## src/shared/fesf_pkg.sv

```systemverilog
// Package with register map, field positions and mode codes for the FIFO error flags
package fesf_pkg;
	// -----------------------------------------------------------------
	// Register offsets
	// -----------------------------------------------------------------
	localparam logic [7:0] OFS_CONTROL    = 8'h00;
	localparam logic [7:0] OFS_ERR_STATUS = 8'h04;
	localparam logic [7:0] OFS_ERR_SRC    = 8'h08;
	localparam logic [7:0] OFS_GEN_STATUS = 8'h0C;
	localparam logic [7:0] OFS_IRQ_STATUS = 8'h10;
	localparam logic [7:0] OFS_IRQ_MASK   = 8'h14;

	// -----------------------------------------------------------------
	// Control fields
	// -----------------------------------------------------------------
	localparam int CTL_MODE_LSB     = 16;
	localparam int CTL_WR_ERR_IE    = 14;
	localparam int CTL_RD_ERR_IE    = 13;
	localparam int CTL_WMARK_LSB    = 0;
	localparam logic [31:0] CTL_WMASK   = 32'h0007_60FF;
	localparam logic [31:0] CTL_RESET   = 32'h0000_0000;

	// -----------------------------------------------------------------
	// Error status fields
	// -----------------------------------------------------------------
	localparam int ST_SUMMARY   = 2;
	localparam int ST_STORE_ERR = 1;
	localparam int ST_FETCH_ERR = 0;
	localparam int GEN_SUMMARY  = 0;

	// -----------------------------------------------------------------
	// Interrupt status bits
	// -----------------------------------------------------------------
	localparam int IRQ_STORE = 0;
	localparam int IRQ_FETCH = 1;
	localparam logic [1:0] IRQ_MASK_RESET = 2'h0;

	typedef enum logic [1:0] {
		FESF_MODE_OFF    = 2'h0,
		FESF_MODE_WMARK  = 2'h1,
		FESF_MODE_STREAM = 2'h2
	} fesf_mode_t;
endpackage

```

## src/hw/fesf_flags.sv

```systemverilog
// Error flag core: store-fail, fetch-fail and summary flags
`timescale 1ns/100ps
module fesf_flags (
	// Clock and reset
	input  wire logic       core_clk,
	input  wire logic       rst,
	// Mode and watermark
	input  wire logic [1:0] mode,
	input  wire logic [7:0] watermark,
	// FIFO events
	input  wire logic       conv_valid,
	input  wire logic       conv_writing,
	input  wire logic       host_rd_req,
	input  wire logic       host_rd_busy,
	input  wire logic       fifo_empty,
	input  wire logic [8:0] fifo_level,
	input  wire logic [5:0] other_err,
	// Flags
	output logic            store_err,
	output logic            fetch_err,
	output logic            summary_err,
	output logic            store_drop,
	output logic            fetch_refuse
);
	logic       store_err_r;
	logic       fetch_err_r;
	logic       wm_full_r;
	logic       wm_full_nxt;
	logic       store_nxt;
	logic       fetch_nxt;
	logic [8:0] wm_count;

	wire active    = (mode == fesf_pkg::FESF_MODE_WMARK) ||
	                 (mode == fesf_pkg::FESF_MODE_STREAM);
	wire wm_mode   = (mode == fesf_pkg::FESF_MODE_WMARK);
	wire wm_hit    = (fifo_level >= wm_count);

	// Watermark of zero means the whole FIFO
	assign wm_count = (watermark == 8'h00) ? 9'h100 : {1'b0, watermark};

	// Latched full stays until the host drains completely
	assign wm_full_nxt = !wm_mode ? 1'b0 :
	                     fifo_empty ? 1'b0 :
	                     (wm_full_r || wm_hit);

	assign store_drop   = active && conv_valid &&
	                      (host_rd_busy || (wm_mode && (wm_full_r || wm_hit)));
	assign fetch_refuse = active && host_rd_req && conv_writing;

	// Set beats clear when both occur together
	assign store_nxt = !active ? 1'b0 :
	                   store_drop ? 1'b1 :
	                   fifo_empty ? 1'b0 : store_err_r;
	wire   fetch_ok  = host_rd_req && !conv_writing;
	assign fetch_nxt = !active ? 1'b0 :
	                   fetch_refuse ? 1'b1 :
	                   (fetch_ok || fifo_empty) ? 1'b0 : fetch_err_r;

	always_ff @(posedge core_clk) begin
		if (rst) begin
			store_err_r <= 1'b0;
			fetch_err_r <= 1'b0;
			wm_full_r   <= 1'b0;
		end else begin
			store_err_r <= store_nxt;
			fetch_err_r <= fetch_nxt;
			wm_full_r   <= wm_full_nxt;
		end
	end

	assign store_err   = store_err_r;
	assign fetch_err   = fetch_err_r;
	assign summary_err = store_err_r || fetch_err_r || (|other_err);
endmodule

```

## src/hw/fesf_top.sv

```systemverilog
// Top: AXI4-Lite register slave around the FIFO error flag core
//
// What this block does
// Summary error flag is one whenever any error bit is set.
// General status summary bit copies the FIFO summary flag.
// Watermark mode: dropped conversion (read busy or watermark hit) sets store-fail.
// Watermark mode: FIFO counts full from watermark until fully emptied.
// Streaming mode: store-fail set only when a host read blocks the write.
// Store-fail clears when the FIFO becomes empty, in both modes.
// Store-fail interrupt follows the flag exactly, no separate latch.
// Fetch-fail set when a host read is refused during a write.
// Fetch-fail clears on a later granted read or an empty FIFO.
// Fetch-fail interrupt follows the flag exactly.
// Store-fail and fetch-fail flags rise only in watermark or streaming mode, never disabled.
// Store-fail reaches the interrupt pin only with control bit 14 set.
// Fetch-fail reaches the interrupt pin only with control bit 13 set.
// Error flags are read-only, reset to zero, ignore writes.
`timescale 1ns/100ps
module fesf_top (
	// Clock and reset
	input  wire logic        core_clk,
	input  wire logic        rst,
	// AXI4-Lite write address
	input  wire logic [7:0]  s_axi_awaddr,
	input  wire logic        s_axi_awvalid,
	output logic             s_axi_awready,
	// AXI4-Lite write data
	input  wire logic [31:0] s_axi_wdata,
	input  wire logic [3:0]  s_axi_wstrb,
	input  wire logic        s_axi_wvalid,
	output logic             s_axi_wready,
	// AXI4-Lite write response
	output logic [1:0]       s_axi_bresp,
	output logic             s_axi_bvalid,
	input  wire logic        s_axi_bready,
	// AXI4-Lite read address
	input  wire logic [7:0]  s_axi_araddr,
	input  wire logic        s_axi_arvalid,
	output logic             s_axi_arready,
	// AXI4-Lite read data
	output logic [31:0]      s_axi_rdata,
	output logic [1:0]       s_axi_rresp,
	output logic             s_axi_rvalid,
	input  wire logic        s_axi_rready,
	// FIFO events, same clock domain
	input  wire logic        conv_valid,
	input  wire logic        conv_writing,
	input  wire logic        host_rd_req,
	input  wire logic        host_rd_busy,
	input  wire logic        fifo_empty,
	input  wire logic [8:0]  fifo_level,
	input  wire logic [5:0]  other_err,
	// Flags and interrupts
	output logic             store_err_int,
	output logic             fetch_err_int,
	output logic             fifo_err_pin,
	output logic             irq
);
	// -----------------------------------------------------------------
	// Registers
	// -----------------------------------------------------------------
	logic [31:0] ctl_r;
	logic [1:0]  irq_st_r;
	logic [1:0]  irq_st_nxt;
	logic [1:0]  irq_mask_r;
	logic [7:0]  aw_addr_r;
	logic        aw_have_r;
	logic [31:0] w_data_r;
	logic [3:0]  w_strb_r;
	logic        w_have_r;
	logic        bvalid_r;
	logic [1:0]  bresp_r;
	logic        rvalid_r;
	logic [31:0] rdata_r;
	logic [1:0]  rresp_r;

	logic store_err;
	logic fetch_err;
	logic summary_err;
	logic store_drop;
	logic fetch_refuse;

	// -----------------------------------------------------------------
	// Flag core
	// -----------------------------------------------------------------
	// Mode and watermark act from the edge after the control write lands
	wire [1:0] ctl_mode   = ctl_r[fesf_pkg::CTL_MODE_LSB +: 2];
	wire [7:0] ctl_wmark  = ctl_r[fesf_pkg::CTL_WMARK_LSB +: 8];
	wire       ctl_st_ie  = ctl_r[fesf_pkg::CTL_WR_ERR_IE];
	wire       ctl_ft_ie  = ctl_r[fesf_pkg::CTL_RD_ERR_IE];

	fesf_flags u_flags (
		.core_clk     (core_clk),
		.rst          (rst),
		.mode         (ctl_mode),
		.watermark    (ctl_wmark),
		.conv_valid   (conv_valid),
		.conv_writing (conv_writing),
		.host_rd_req  (host_rd_req),
		.host_rd_busy (host_rd_busy),
		.fifo_empty   (fifo_empty),
		.fifo_level   (fifo_level),
		.other_err    (other_err),
		.store_err    (store_err),
		.fetch_err    (fetch_err),
		.summary_err  (summary_err),
		.store_drop   (store_drop),
		.fetch_refuse (fetch_refuse)
	);

	// -----------------------------------------------------------------
	// Interrupt routing
	// -----------------------------------------------------------------
	// Level straight from the flag so the line clears with it
	assign store_err_int = store_err;
	assign fetch_err_int = fetch_err;
	// Enables gate only the shared pin; the per-flag lines stay unmasked
	assign fifo_err_pin  = (store_err && ctl_st_ie) ||
	                       (fetch_err && ctl_ft_ie);

	// -----------------------------------------------------------------
	// Write channel
	// -----------------------------------------------------------------
	localparam logic [1:0] RESP_OKAY   = 2'h0;
	localparam logic [1:0] RESP_SLVERR = 2'h2;

	// Address and data may come in either order; each waits for the other
	wire       aw_take  = s_axi_awvalid && s_axi_awready;
	wire       w_take   = s_axi_wvalid && s_axi_wready;
	wire       wr_fire  = aw_have_r && w_have_r && !bvalid_r;
	wire [5:0] aw_idx   = aw_addr_r[7:2];
	wire       wr_ctl   = wr_fire && (aw_idx == fesf_pkg::OFS_CONTROL[7:2]);
	wire       wr_mask  = wr_fire && (aw_idx == fesf_pkg::OFS_IRQ_MASK[7:2]);
	wire       wr_ro    = wr_fire && ((aw_idx == fesf_pkg::OFS_ERR_STATUS[7:2]) ||
	                      (aw_idx == fesf_pkg::OFS_ERR_SRC[7:2]) ||
	                      (aw_idx == fesf_pkg::OFS_GEN_STATUS[7:2]) ||
	                      (aw_idx == fesf_pkg::OFS_IRQ_STATUS[7:2]));
	wire wr_known = wr_ctl || wr_mask || wr_ro;

	// Byte strobes widen to a bit mask; only writable control bits pass
	logic [31:0] bmask;
	genvar gi;
	generate
		for (gi = 0; gi < 4; gi++) begin : g_lane
			assign bmask[gi*8 +: 8] = {8{w_strb_r[gi]}};
		end
	endgenerate
	wire [31:0] ctl_wmask = bmask & fesf_pkg::CTL_WMASK;

	assign s_axi_awready = !aw_have_r;
	assign s_axi_wready  = !w_have_r;
	assign s_axi_bvalid  = bvalid_r;
	assign s_axi_bresp   = bresp_r;

	always_ff @(posedge core_clk) begin
		if (rst) begin
			aw_have_r <= 1'b0;
			w_have_r  <= 1'b0;
			aw_addr_r <= 8'h00;
			w_data_r  <= 32'h0000_0000;
			w_strb_r  <= 4'h0;
		end else begin
			if (aw_take) begin
				aw_have_r <= 1'b1;
				aw_addr_r <= s_axi_awaddr;
			end else if (wr_fire) begin
				aw_have_r <= 1'b0;
			end
			if (w_take) begin
				w_have_r <= 1'b1;
				w_data_r <= s_axi_wdata;
				w_strb_r <= s_axi_wstrb;
			end else if (wr_fire) begin
				w_have_r <= 1'b0;
			end
		end
	end

	// Response stands until the master takes it
	always_ff @(posedge core_clk) begin
		if (rst) begin
			bvalid_r <= 1'b0;
			bresp_r  <= 2'h0;
		end else if (wr_fire) begin
			bvalid_r <= 1'b1;
			bresp_r  <= wr_known ? RESP_OKAY : RESP_SLVERR;
		end else if (s_axi_bready) begin
			bvalid_r <= 1'b0;
		end
	end

	// -----------------------------------------------------------------
	// Control and mask registers
	// -----------------------------------------------------------------
	// Status words are read-only; writes there are accepted and dropped
	wire [31:0] ctl_wr_val = (ctl_r & ~ctl_wmask) | (w_data_r & ctl_wmask);
	wire        mask_we    = wr_mask && w_strb_r[0];

	always_ff @(posedge core_clk) begin
		if (rst) begin
			ctl_r <= fesf_pkg::CTL_RESET;
		end else if (wr_ctl) begin
			ctl_r <= ctl_wr_val;
		end
	end

	always_ff @(posedge core_clk) begin
		if (rst) begin
			irq_mask_r <= fesf_pkg::IRQ_MASK_RESET;
		end else if (mask_we) begin
			irq_mask_r <= w_data_r[1:0];
		end
	end

	// -----------------------------------------------------------------
	// Read channel
	// -----------------------------------------------------------------
	wire ar_take  = s_axi_arvalid && s_axi_arready;
	wire [5:0] ar_idx = s_axi_araddr[7:2];
	wire rd_ctl   = (ar_idx == fesf_pkg::OFS_CONTROL[7:2]);
	wire rd_est   = (ar_idx == fesf_pkg::OFS_ERR_STATUS[7:2]);
	wire rd_src   = (ar_idx == fesf_pkg::OFS_ERR_SRC[7:2]);
	wire rd_gen   = (ar_idx == fesf_pkg::OFS_GEN_STATUS[7:2]);
	wire rd_ist   = (ar_idx == fesf_pkg::OFS_IRQ_STATUS[7:2]);
	wire rd_msk   = (ar_idx == fesf_pkg::OFS_IRQ_MASK[7:2]);
	wire rd_known = rd_ctl || rd_est || rd_src || rd_gen || rd_ist || rd_msk;

	// Flag bits come from flops and the other_err input, so no write path can reach them
	logic [31:0] est_word;
	logic [31:0] gen_word;
	wire  [31:0] src_word = {26'h000_0000, other_err};
	wire  [31:0] ist_word = {30'h0000_0000, irq_st_r};
	wire  [31:0] msk_word = {30'h0000_0000, irq_mask_r};

	always_comb begin
		est_word                         = 32'h0000_0000;
		est_word[fesf_pkg::ST_SUMMARY]   = summary_err;
		est_word[fesf_pkg::ST_STORE_ERR] = store_err;
		est_word[fesf_pkg::ST_FETCH_ERR] = fetch_err;
	end

	always_comb begin
		gen_word                        = 32'h0000_0000;
		gen_word[fesf_pkg::GEN_SUMMARY] = summary_err;
	end

	// Unmapped offsets read zero alongside their error response
	wire [31:0] rd_word  = rd_ctl ? ctl_r :
	                       rd_est ? est_word :
	                       rd_src ? src_word :
	                       rd_gen ? gen_word :
	                       rd_ist ? ist_word :
	                       rd_msk ? msk_word : 32'h0000_0000;

	// One read in flight; the next address waits until the data is taken
	assign s_axi_arready = !rvalid_r;
	assign s_axi_rvalid  = rvalid_r;
	assign s_axi_rdata   = rdata_r;
	assign s_axi_rresp   = rresp_r;

	// Read data is captured at acceptance and held until taken
	always_ff @(posedge core_clk) begin
		if (rst) begin
			rvalid_r <= 1'b0;
			rdata_r  <= 32'h0000_0000;
			rresp_r  <= 2'h0;
		end else if (ar_take) begin
			rvalid_r <= 1'b1;
			rdata_r  <= rd_word;
			rresp_r  <= rd_known ? RESP_OKAY : RESP_SLVERR;
		end else if (s_axi_rready) begin
			rvalid_r <= 1'b0;
		end
	end

	// -----------------------------------------------------------------
	// Sticky event status, cleared by reading it
	// -----------------------------------------------------------------
	wire [1:0] ev;
	wire       clr = ar_take && rd_ist;

	assign ev[fesf_pkg::IRQ_STORE] = store_drop;
	assign ev[fesf_pkg::IRQ_FETCH] = fetch_refuse;

	// A new event in the clearing cycle survives the clear; otherwise an
	// event landing beside the read would be lost from both word and status
	genvar bi;
	generate
		for (bi = 0; bi < 2; bi++) begin : g_sticky
			assign irq_st_nxt[bi] = ev[bi] || (!clr && irq_st_r[bi]);
		end
	endgenerate

	always_ff @(posedge core_clk) begin
		if (rst) begin
			irq_st_r <= 2'h0;
		end else begin
			irq_st_r <= irq_st_nxt;
		end
	end

	// -----------------------------------------------------------------
	// Interrupt line
	// -----------------------------------------------------------------
	// Level, high while any unmasked event bit is set; reading status drops it
	assign irq = |(irq_st_r & irq_mask_r);
endmodule

```

## config.mk

```make
export PLATFORM = sky130hd
export DESIGN_NAME = fesf_top
export DESIGN_NICKNAME = d
export VERILOG_FILES = /design/src/shared/fesf_pkg.sv /design/src/hw/fesf_flags.sv /design/src/hw/fesf_top.sv
export SDC_FILE = /design/constraint.sdc
export NUM_CORES = 1
export LEC_CHECK = 0
export BUFFER_PORTS_ARGS = -buffer_cell sky130_fd_sc_hd__buf_4
export CAP_MARGIN = 20
export CORE_MARGIN = 1.5
export CORE_UTILIZATION = 43
export DETAILED_ROUTE_END_ITERATION = 12
export GPL_ROUTABILITY_DRIVEN = 0
export PLACE_DENSITY = 0.84
export RECOVER_POWER = 25
export SLEW_MARGIN = 20
export SYNTH_ARGS = -nofsm -noshare
export SYNTH_HDL_FRONTEND = slang
export SYNTH_SLANG_ARGS = --single-unit
```

## constraint.sdc

```tcl
create_clock -name core_clk -period 1.7 [get_ports core_clk]
set_input_delay 0.17 -clock core_clk [delete_from_list [all_inputs] [get_ports core_clk]]
set_output_delay 0.17 -clock core_clk [all_outputs]
set_load 0.02 [all_outputs]
```

Word level (Yosys, flattened, before mapping)
Index checks and enable logic that the tools add are counted.
{ "totals": {"word_cells": 114, "reg_bits": 122, "out_inout_bits": 45} }
{ "classes": {"n_lt_le_gt_ge": 1, "muxes": 20, "bitwise": 7, "eq_ne": 12, "reduce_logical": 58} }
{ "ops": {"columns": ["operator", "count"], "rows": [
  ["bitwise AND 32 x 19 -> 32 bit", 1],
  ["bitwise AND 32 bit", 1],
  ["two-way mux 32 bit", 1],
  ["NOT 19 -> 32 bit", 1],
  ["bitwise OR 32 bit", 1],
  ["== test 6 x 2 -> 1 bit (second input constant)", 4],
  ["== test 6 x 3 -> 1 bit (second input constant)", 4],
  ["logical AND 1 bit", 20],
  ["logical OR 1 bit", 19],
  ["== test 6 x 1 -> 1 bit (second input constant)", 2],
  ["zero test 6 bit", 2],
  ["two-way mux 6 bit", 2],
  ["nonzero test 2 bit", 6],
  ["two-way mux 1 bit", 11],
  ["two-way mux 2 bit", 5],
  ["greater-or-equal comparator 9 bit", 1],
  ["two-way mux 9 bit", 1],
  ["zero test 8 bit", 1],
  ["zero test 1 bit", 6],
  ["OR reduction 6 bit", 1],
  ["OR reduction 2 bit", 2],
  ["OR reduction 3 bit", 1],
  ["bitwise AND 2 bit", 1],
  ["== test 2 x 1 -> 1 bit (second input constant)", 1],
  ["2 further kinds", 3]
]} }

Logic depth before layout (Yosys ltp)
{ "logic_depth": {"word_depth": 8, "ltp_mapped": 8} }

Hierarchy
From an unflattened synthesis, not the netlist that was laid out.
{ "hier_totals": {"hier_cells": 341, "area_unflattened_um2": 2906.5} }
{ "modules_own_cells": {"columns": ["mod", "area_each_um2", "cells_each", "instances", "seq_area_each_um2"], "rows": [
  ["fesf_top", 2497.4, 285, 1, 1161.1],
  ["fesf_flags", 409.1, 56, 1, 60.1]
]} }

Worst setup path after synthesis
Ideal clock, no wire load.
{ "synth_path": {"path_kind": "reg-to-reg", "from": "register (tool-made name)", "to": "register irq_st_r[0]", "path_slack_ns": -0.112, "n_path_buf": 0, "setup_time_ns": 0.129, "stages_incl_launch_ff": 8, "arrival_time_ns": 1.683, "synth_period_minus_slack_ns": 1.812, "required_time_ns": 1.571, "path_cell_list": "dfxtp_1 nor4_1 nand2_1 ha_1 and4_1 and4_1 a2111oi_0 o21ai_0"} }
{ "synth_lines": {"columns": ["element", "line", "rtl"], "rows": [
  ["to (signal assigned)", "fesf_top.sv:298", "irq_st_r <= irq_st_nxt;"],
  ["to (decl)", "fesf_top.sv:63", "logic [1:0] irq_st_r;"]
]} }

==> metrics.md <==
| Metric | Value |
|---|---|
| Synth Instances | 353 |
| Post-synthesis sequential area ratio | 41.9% |
| Die W | 85.3 um |
| Fin. Hold Viols | 0 |
| Worst setup path end | irq_st_r[0]$_SDFF_PP0_ |
| Tmin final | 1780 ps |
| Largest area contributor in the netlist | dfxtp_1 |
| Number of flops mapped to enable cells by yosys | 0 |
| Maximum fanout along the worst path | 3 |
| Top cell type's share of synthesized area | 41.9% |
| Num CTS Buffers | 9 |
| Crit-path max cell delay | 330 ps |
| Max Cap Viol | 0 |
| FFs w/ async S/R, synth | 0% |
| Global-route wire length before repair | 11.7 mm |
| Io pins | 124 |
| Clock transition at path regs | 70 ps |
| Fillers | 571 |
| CTS tree | yes |
| RSZ-0062 raised after global routing | true |
| Slew HR | 58.3% |
| Setup CP Type | flip-flop to flip-flop |
| Die ar. | 7280 um2 |
| Max Fclk | 0.562 GHz |
| Final worst slack | -80.0 ps |
| Ys flop type | dfxtp_1 |
| Register bit count reported by yosys | 61 |
| Vias in the first global route | 2583 |
| Setup Skew | 8.98 ps |
| CP Capture Type | flip-flop |
| Setup violators final | 3 |
| Worst-Margin Slew | 626 ps |
| HPWL Detailed | 5.37 mm |
| GR Util met3 | 3.99% |
| H-Tree Depth | 3 |
| Final design utilization | 60.2% |
| Final nets | 536 |
| Worst endpoint required time | 1920 ps |
| Mapped Area | 2920 um2 |
| Failing checks | DRC, setup timing |
| Die Height | 85.3 um |
| Clock tree sinks | 61 |
| RR Endpoint | irq_st_r[0]$_SDFF_PP0_ |
| Crit-path cells | nor4_2 -> nand2_1 -> ha_4 -> and4_4 -> and4_1 -> a2111oi_2 -> o21ai_1 |
| Count leader, synth | nand2_1 |
| Core Box Area | 6460 um2 |
| WP depth | 7 |
| Top cells by count, synth | nand2_1, dfxtp_1, a21oi_1 |
| Most area-consuming cells after synthesis | dfxtp_1, nand2_1, a21oi_1, buf_4, ha_1 |
| Hold Slack | 15.6 ps |
| CP Buf/Inv Count | 0 |
| Clock Latency Late Sink | 330 ps |
| DRT iter0 DRCs | 218 |
| Delay-heaviest family, CP | simple AND/OR/NAND/NOR gates |
| Mean Syn Cell Area | 8.26 um2 |
| CTS Buffer Depth | 2 |
| Met2 Use GR | 33.2% |
| Critical Path Source Type | flip-flop |
| Routed WL per cell | 14.3 um |
| Tightest Hold Check Type | primary input to flip-flop |
| Worst reg-to-reg setup slack | -80 ps |
| Synth warnings | 0 |
| Hold buffers post-CTS | 0 |
| Vias per inst | 5.31 |
| Max VDD drop | 0.404 mV |
| Fin crit share | 105% |
| Gr usage total | 20.1% |
| Crit-path slowest cell | dfxtp_2 |
| Synth unique cells | 46 |
| Reg area | 1230 um2 |
| Clock Tree Root | clkbuf_8 |
| Initial Utilization | 45.1% |
| Port Buffers | 78 |
| Vias | 2799 |
| Ant. Diodes | 0 |
| DR DRC count | 11 |
| Post-route ant nets | 0 |
| Slew Viols, Final | 0 |
| Initial antenna violation count | 0 |
| Share of layout cells above drive strength 1 | 31.6% |
| Met1 Use GR | 24.9% |
| Reg2Reg Depth | 7 |
| Row count | 29 |
| Leakage | 1.55 nW |
| Final wirelength | 7.54 mm |
| Top Usage Layer GRT | met2 |
| GR Overflow Total | 0 |
| Final Power | 3.17 mW |
| Worst EP arrival | 2000 ps |
| Status | finished with violations |
| Area occupied by multi-input gates | 1620 um2 |
| Pre-antenna DRT Iters | 8 |
| Pin count of the biggest net entering global routing | 61 |
| P&R area growth vs syn | 33.4% |
| Pwr/cell area | 816 nW/um2 |
==> power by group <==
group | leakage (nW) | switching [mW] | internal (mW)
sequential | 0.499 | 0.0351 | 1.48
clock | 0.0923 | 0.508 | 0.700
combinational | 0.954 | 0.254 | 0.195
total | 1.55 | 0.797 | 2.38
==> repair_timing <==
item	4_1_cts	5_1_grt
pin swaps	2	14
resized for setup	13	28
endpoints found under the setup margin	11	14
buffers inserted	0	1
==> cell usage in the layout, fill, tap and decap left out, types with 5 or more instances in the layout <==
master    synthesis  routed
a21oi_1          41      37
buf_4            22      85
clkbuf_1         16      18
clkbuf_8          0      10
conb_1            1      21
dfxtp_1          61      56
dfxtp_2           0       5
ha_1             10       7
inv_1            12      12
mux2i_1           9       9
nand2_1          65      58
nand2_2           0       7
nand3_1          22      21
nor2_1           27      26
nor3_1            5       5
==> cell families (layout without fill, tap and decap cells) <==
logic type / after synthesis / after routing / synth area share (%)
mux: 10 / 10 / 3.48
buf+inv: 52 / 129 / 9.83
simple gates: 146 / 146 / 24.5
other cells: 1 / 21 / 0.129
compound gates: 73 / 73 / 15.8
flops: 61 / 61 / 41.9
fa+ha+maj: 10 / 10 / 4.29
==> layout make-up <==
cell class,instances,area share (%)
clock buffers,12,3.73
clock inverters,2,0.901
inverters,12,1.16
multi-input cells,260,41.6
flip-flops and latches,61,31.6
well taps,77,2.48
repair buffers,103,18.5
==> how the worst min path moves through the flow <==
| stage | from | endpoint | slack [ps] | depth (start not counted) |
|---|---|---|---|---|
| 2_1_floorplan | fifo_empty | u_flags.wm_full_r$_SDFF_PP0_ | 250 | 1 |
| 3_5_place_dp | s_axi_rready | s_axi_rvalid$_SDFFE_PP0P_ | 360 | 2 |
| 6_report | s_axi_rready | s_axi_rvalid$_SDFFE_PP0P_ | 20 | 2 |
| 3_3_place_gp | s_axi_rready | s_axi_rvalid$_SDFFE_PP0P_ | 360 | 2 |
| 5_1_grt | s_axi_rready | s_axi_rvalid$_SDFFE_PP0P_ | 10 | 2 |
| 4_1_cts | s_axi_rready | s_axi_rvalid$_SDFFE_PP0P_ | 4 | 2 |
==> per-stage QoR <==
step / area (um2) / TNS [ps] / worst slack [ps] / instances
final: 3890 / -216 / -80.0 / 527
after global placement: 3610 / -123 / -104 / 512
after detailed placement: 3610 / -396 / -231 / 512
after CTS: 3830 / -144 / -85.0 / 526
after floorplan: 2990 / -5.68 / -5.68 / 373
after global routing: 3890 / -530 / -155 / 527
==> metal layers <==
metal / part of all wire [%] / vias up / wire, um
met5: 0 / - / 0
met4: 3.4 / 0 / 255
met3: 6.3 / 27 / 474
met2: 47 / 120 / 3520
met1: 44 / 1281 / 3280
li1: - / 1371 / -
No activity file was read; power rests on OpenSTA's default activity.
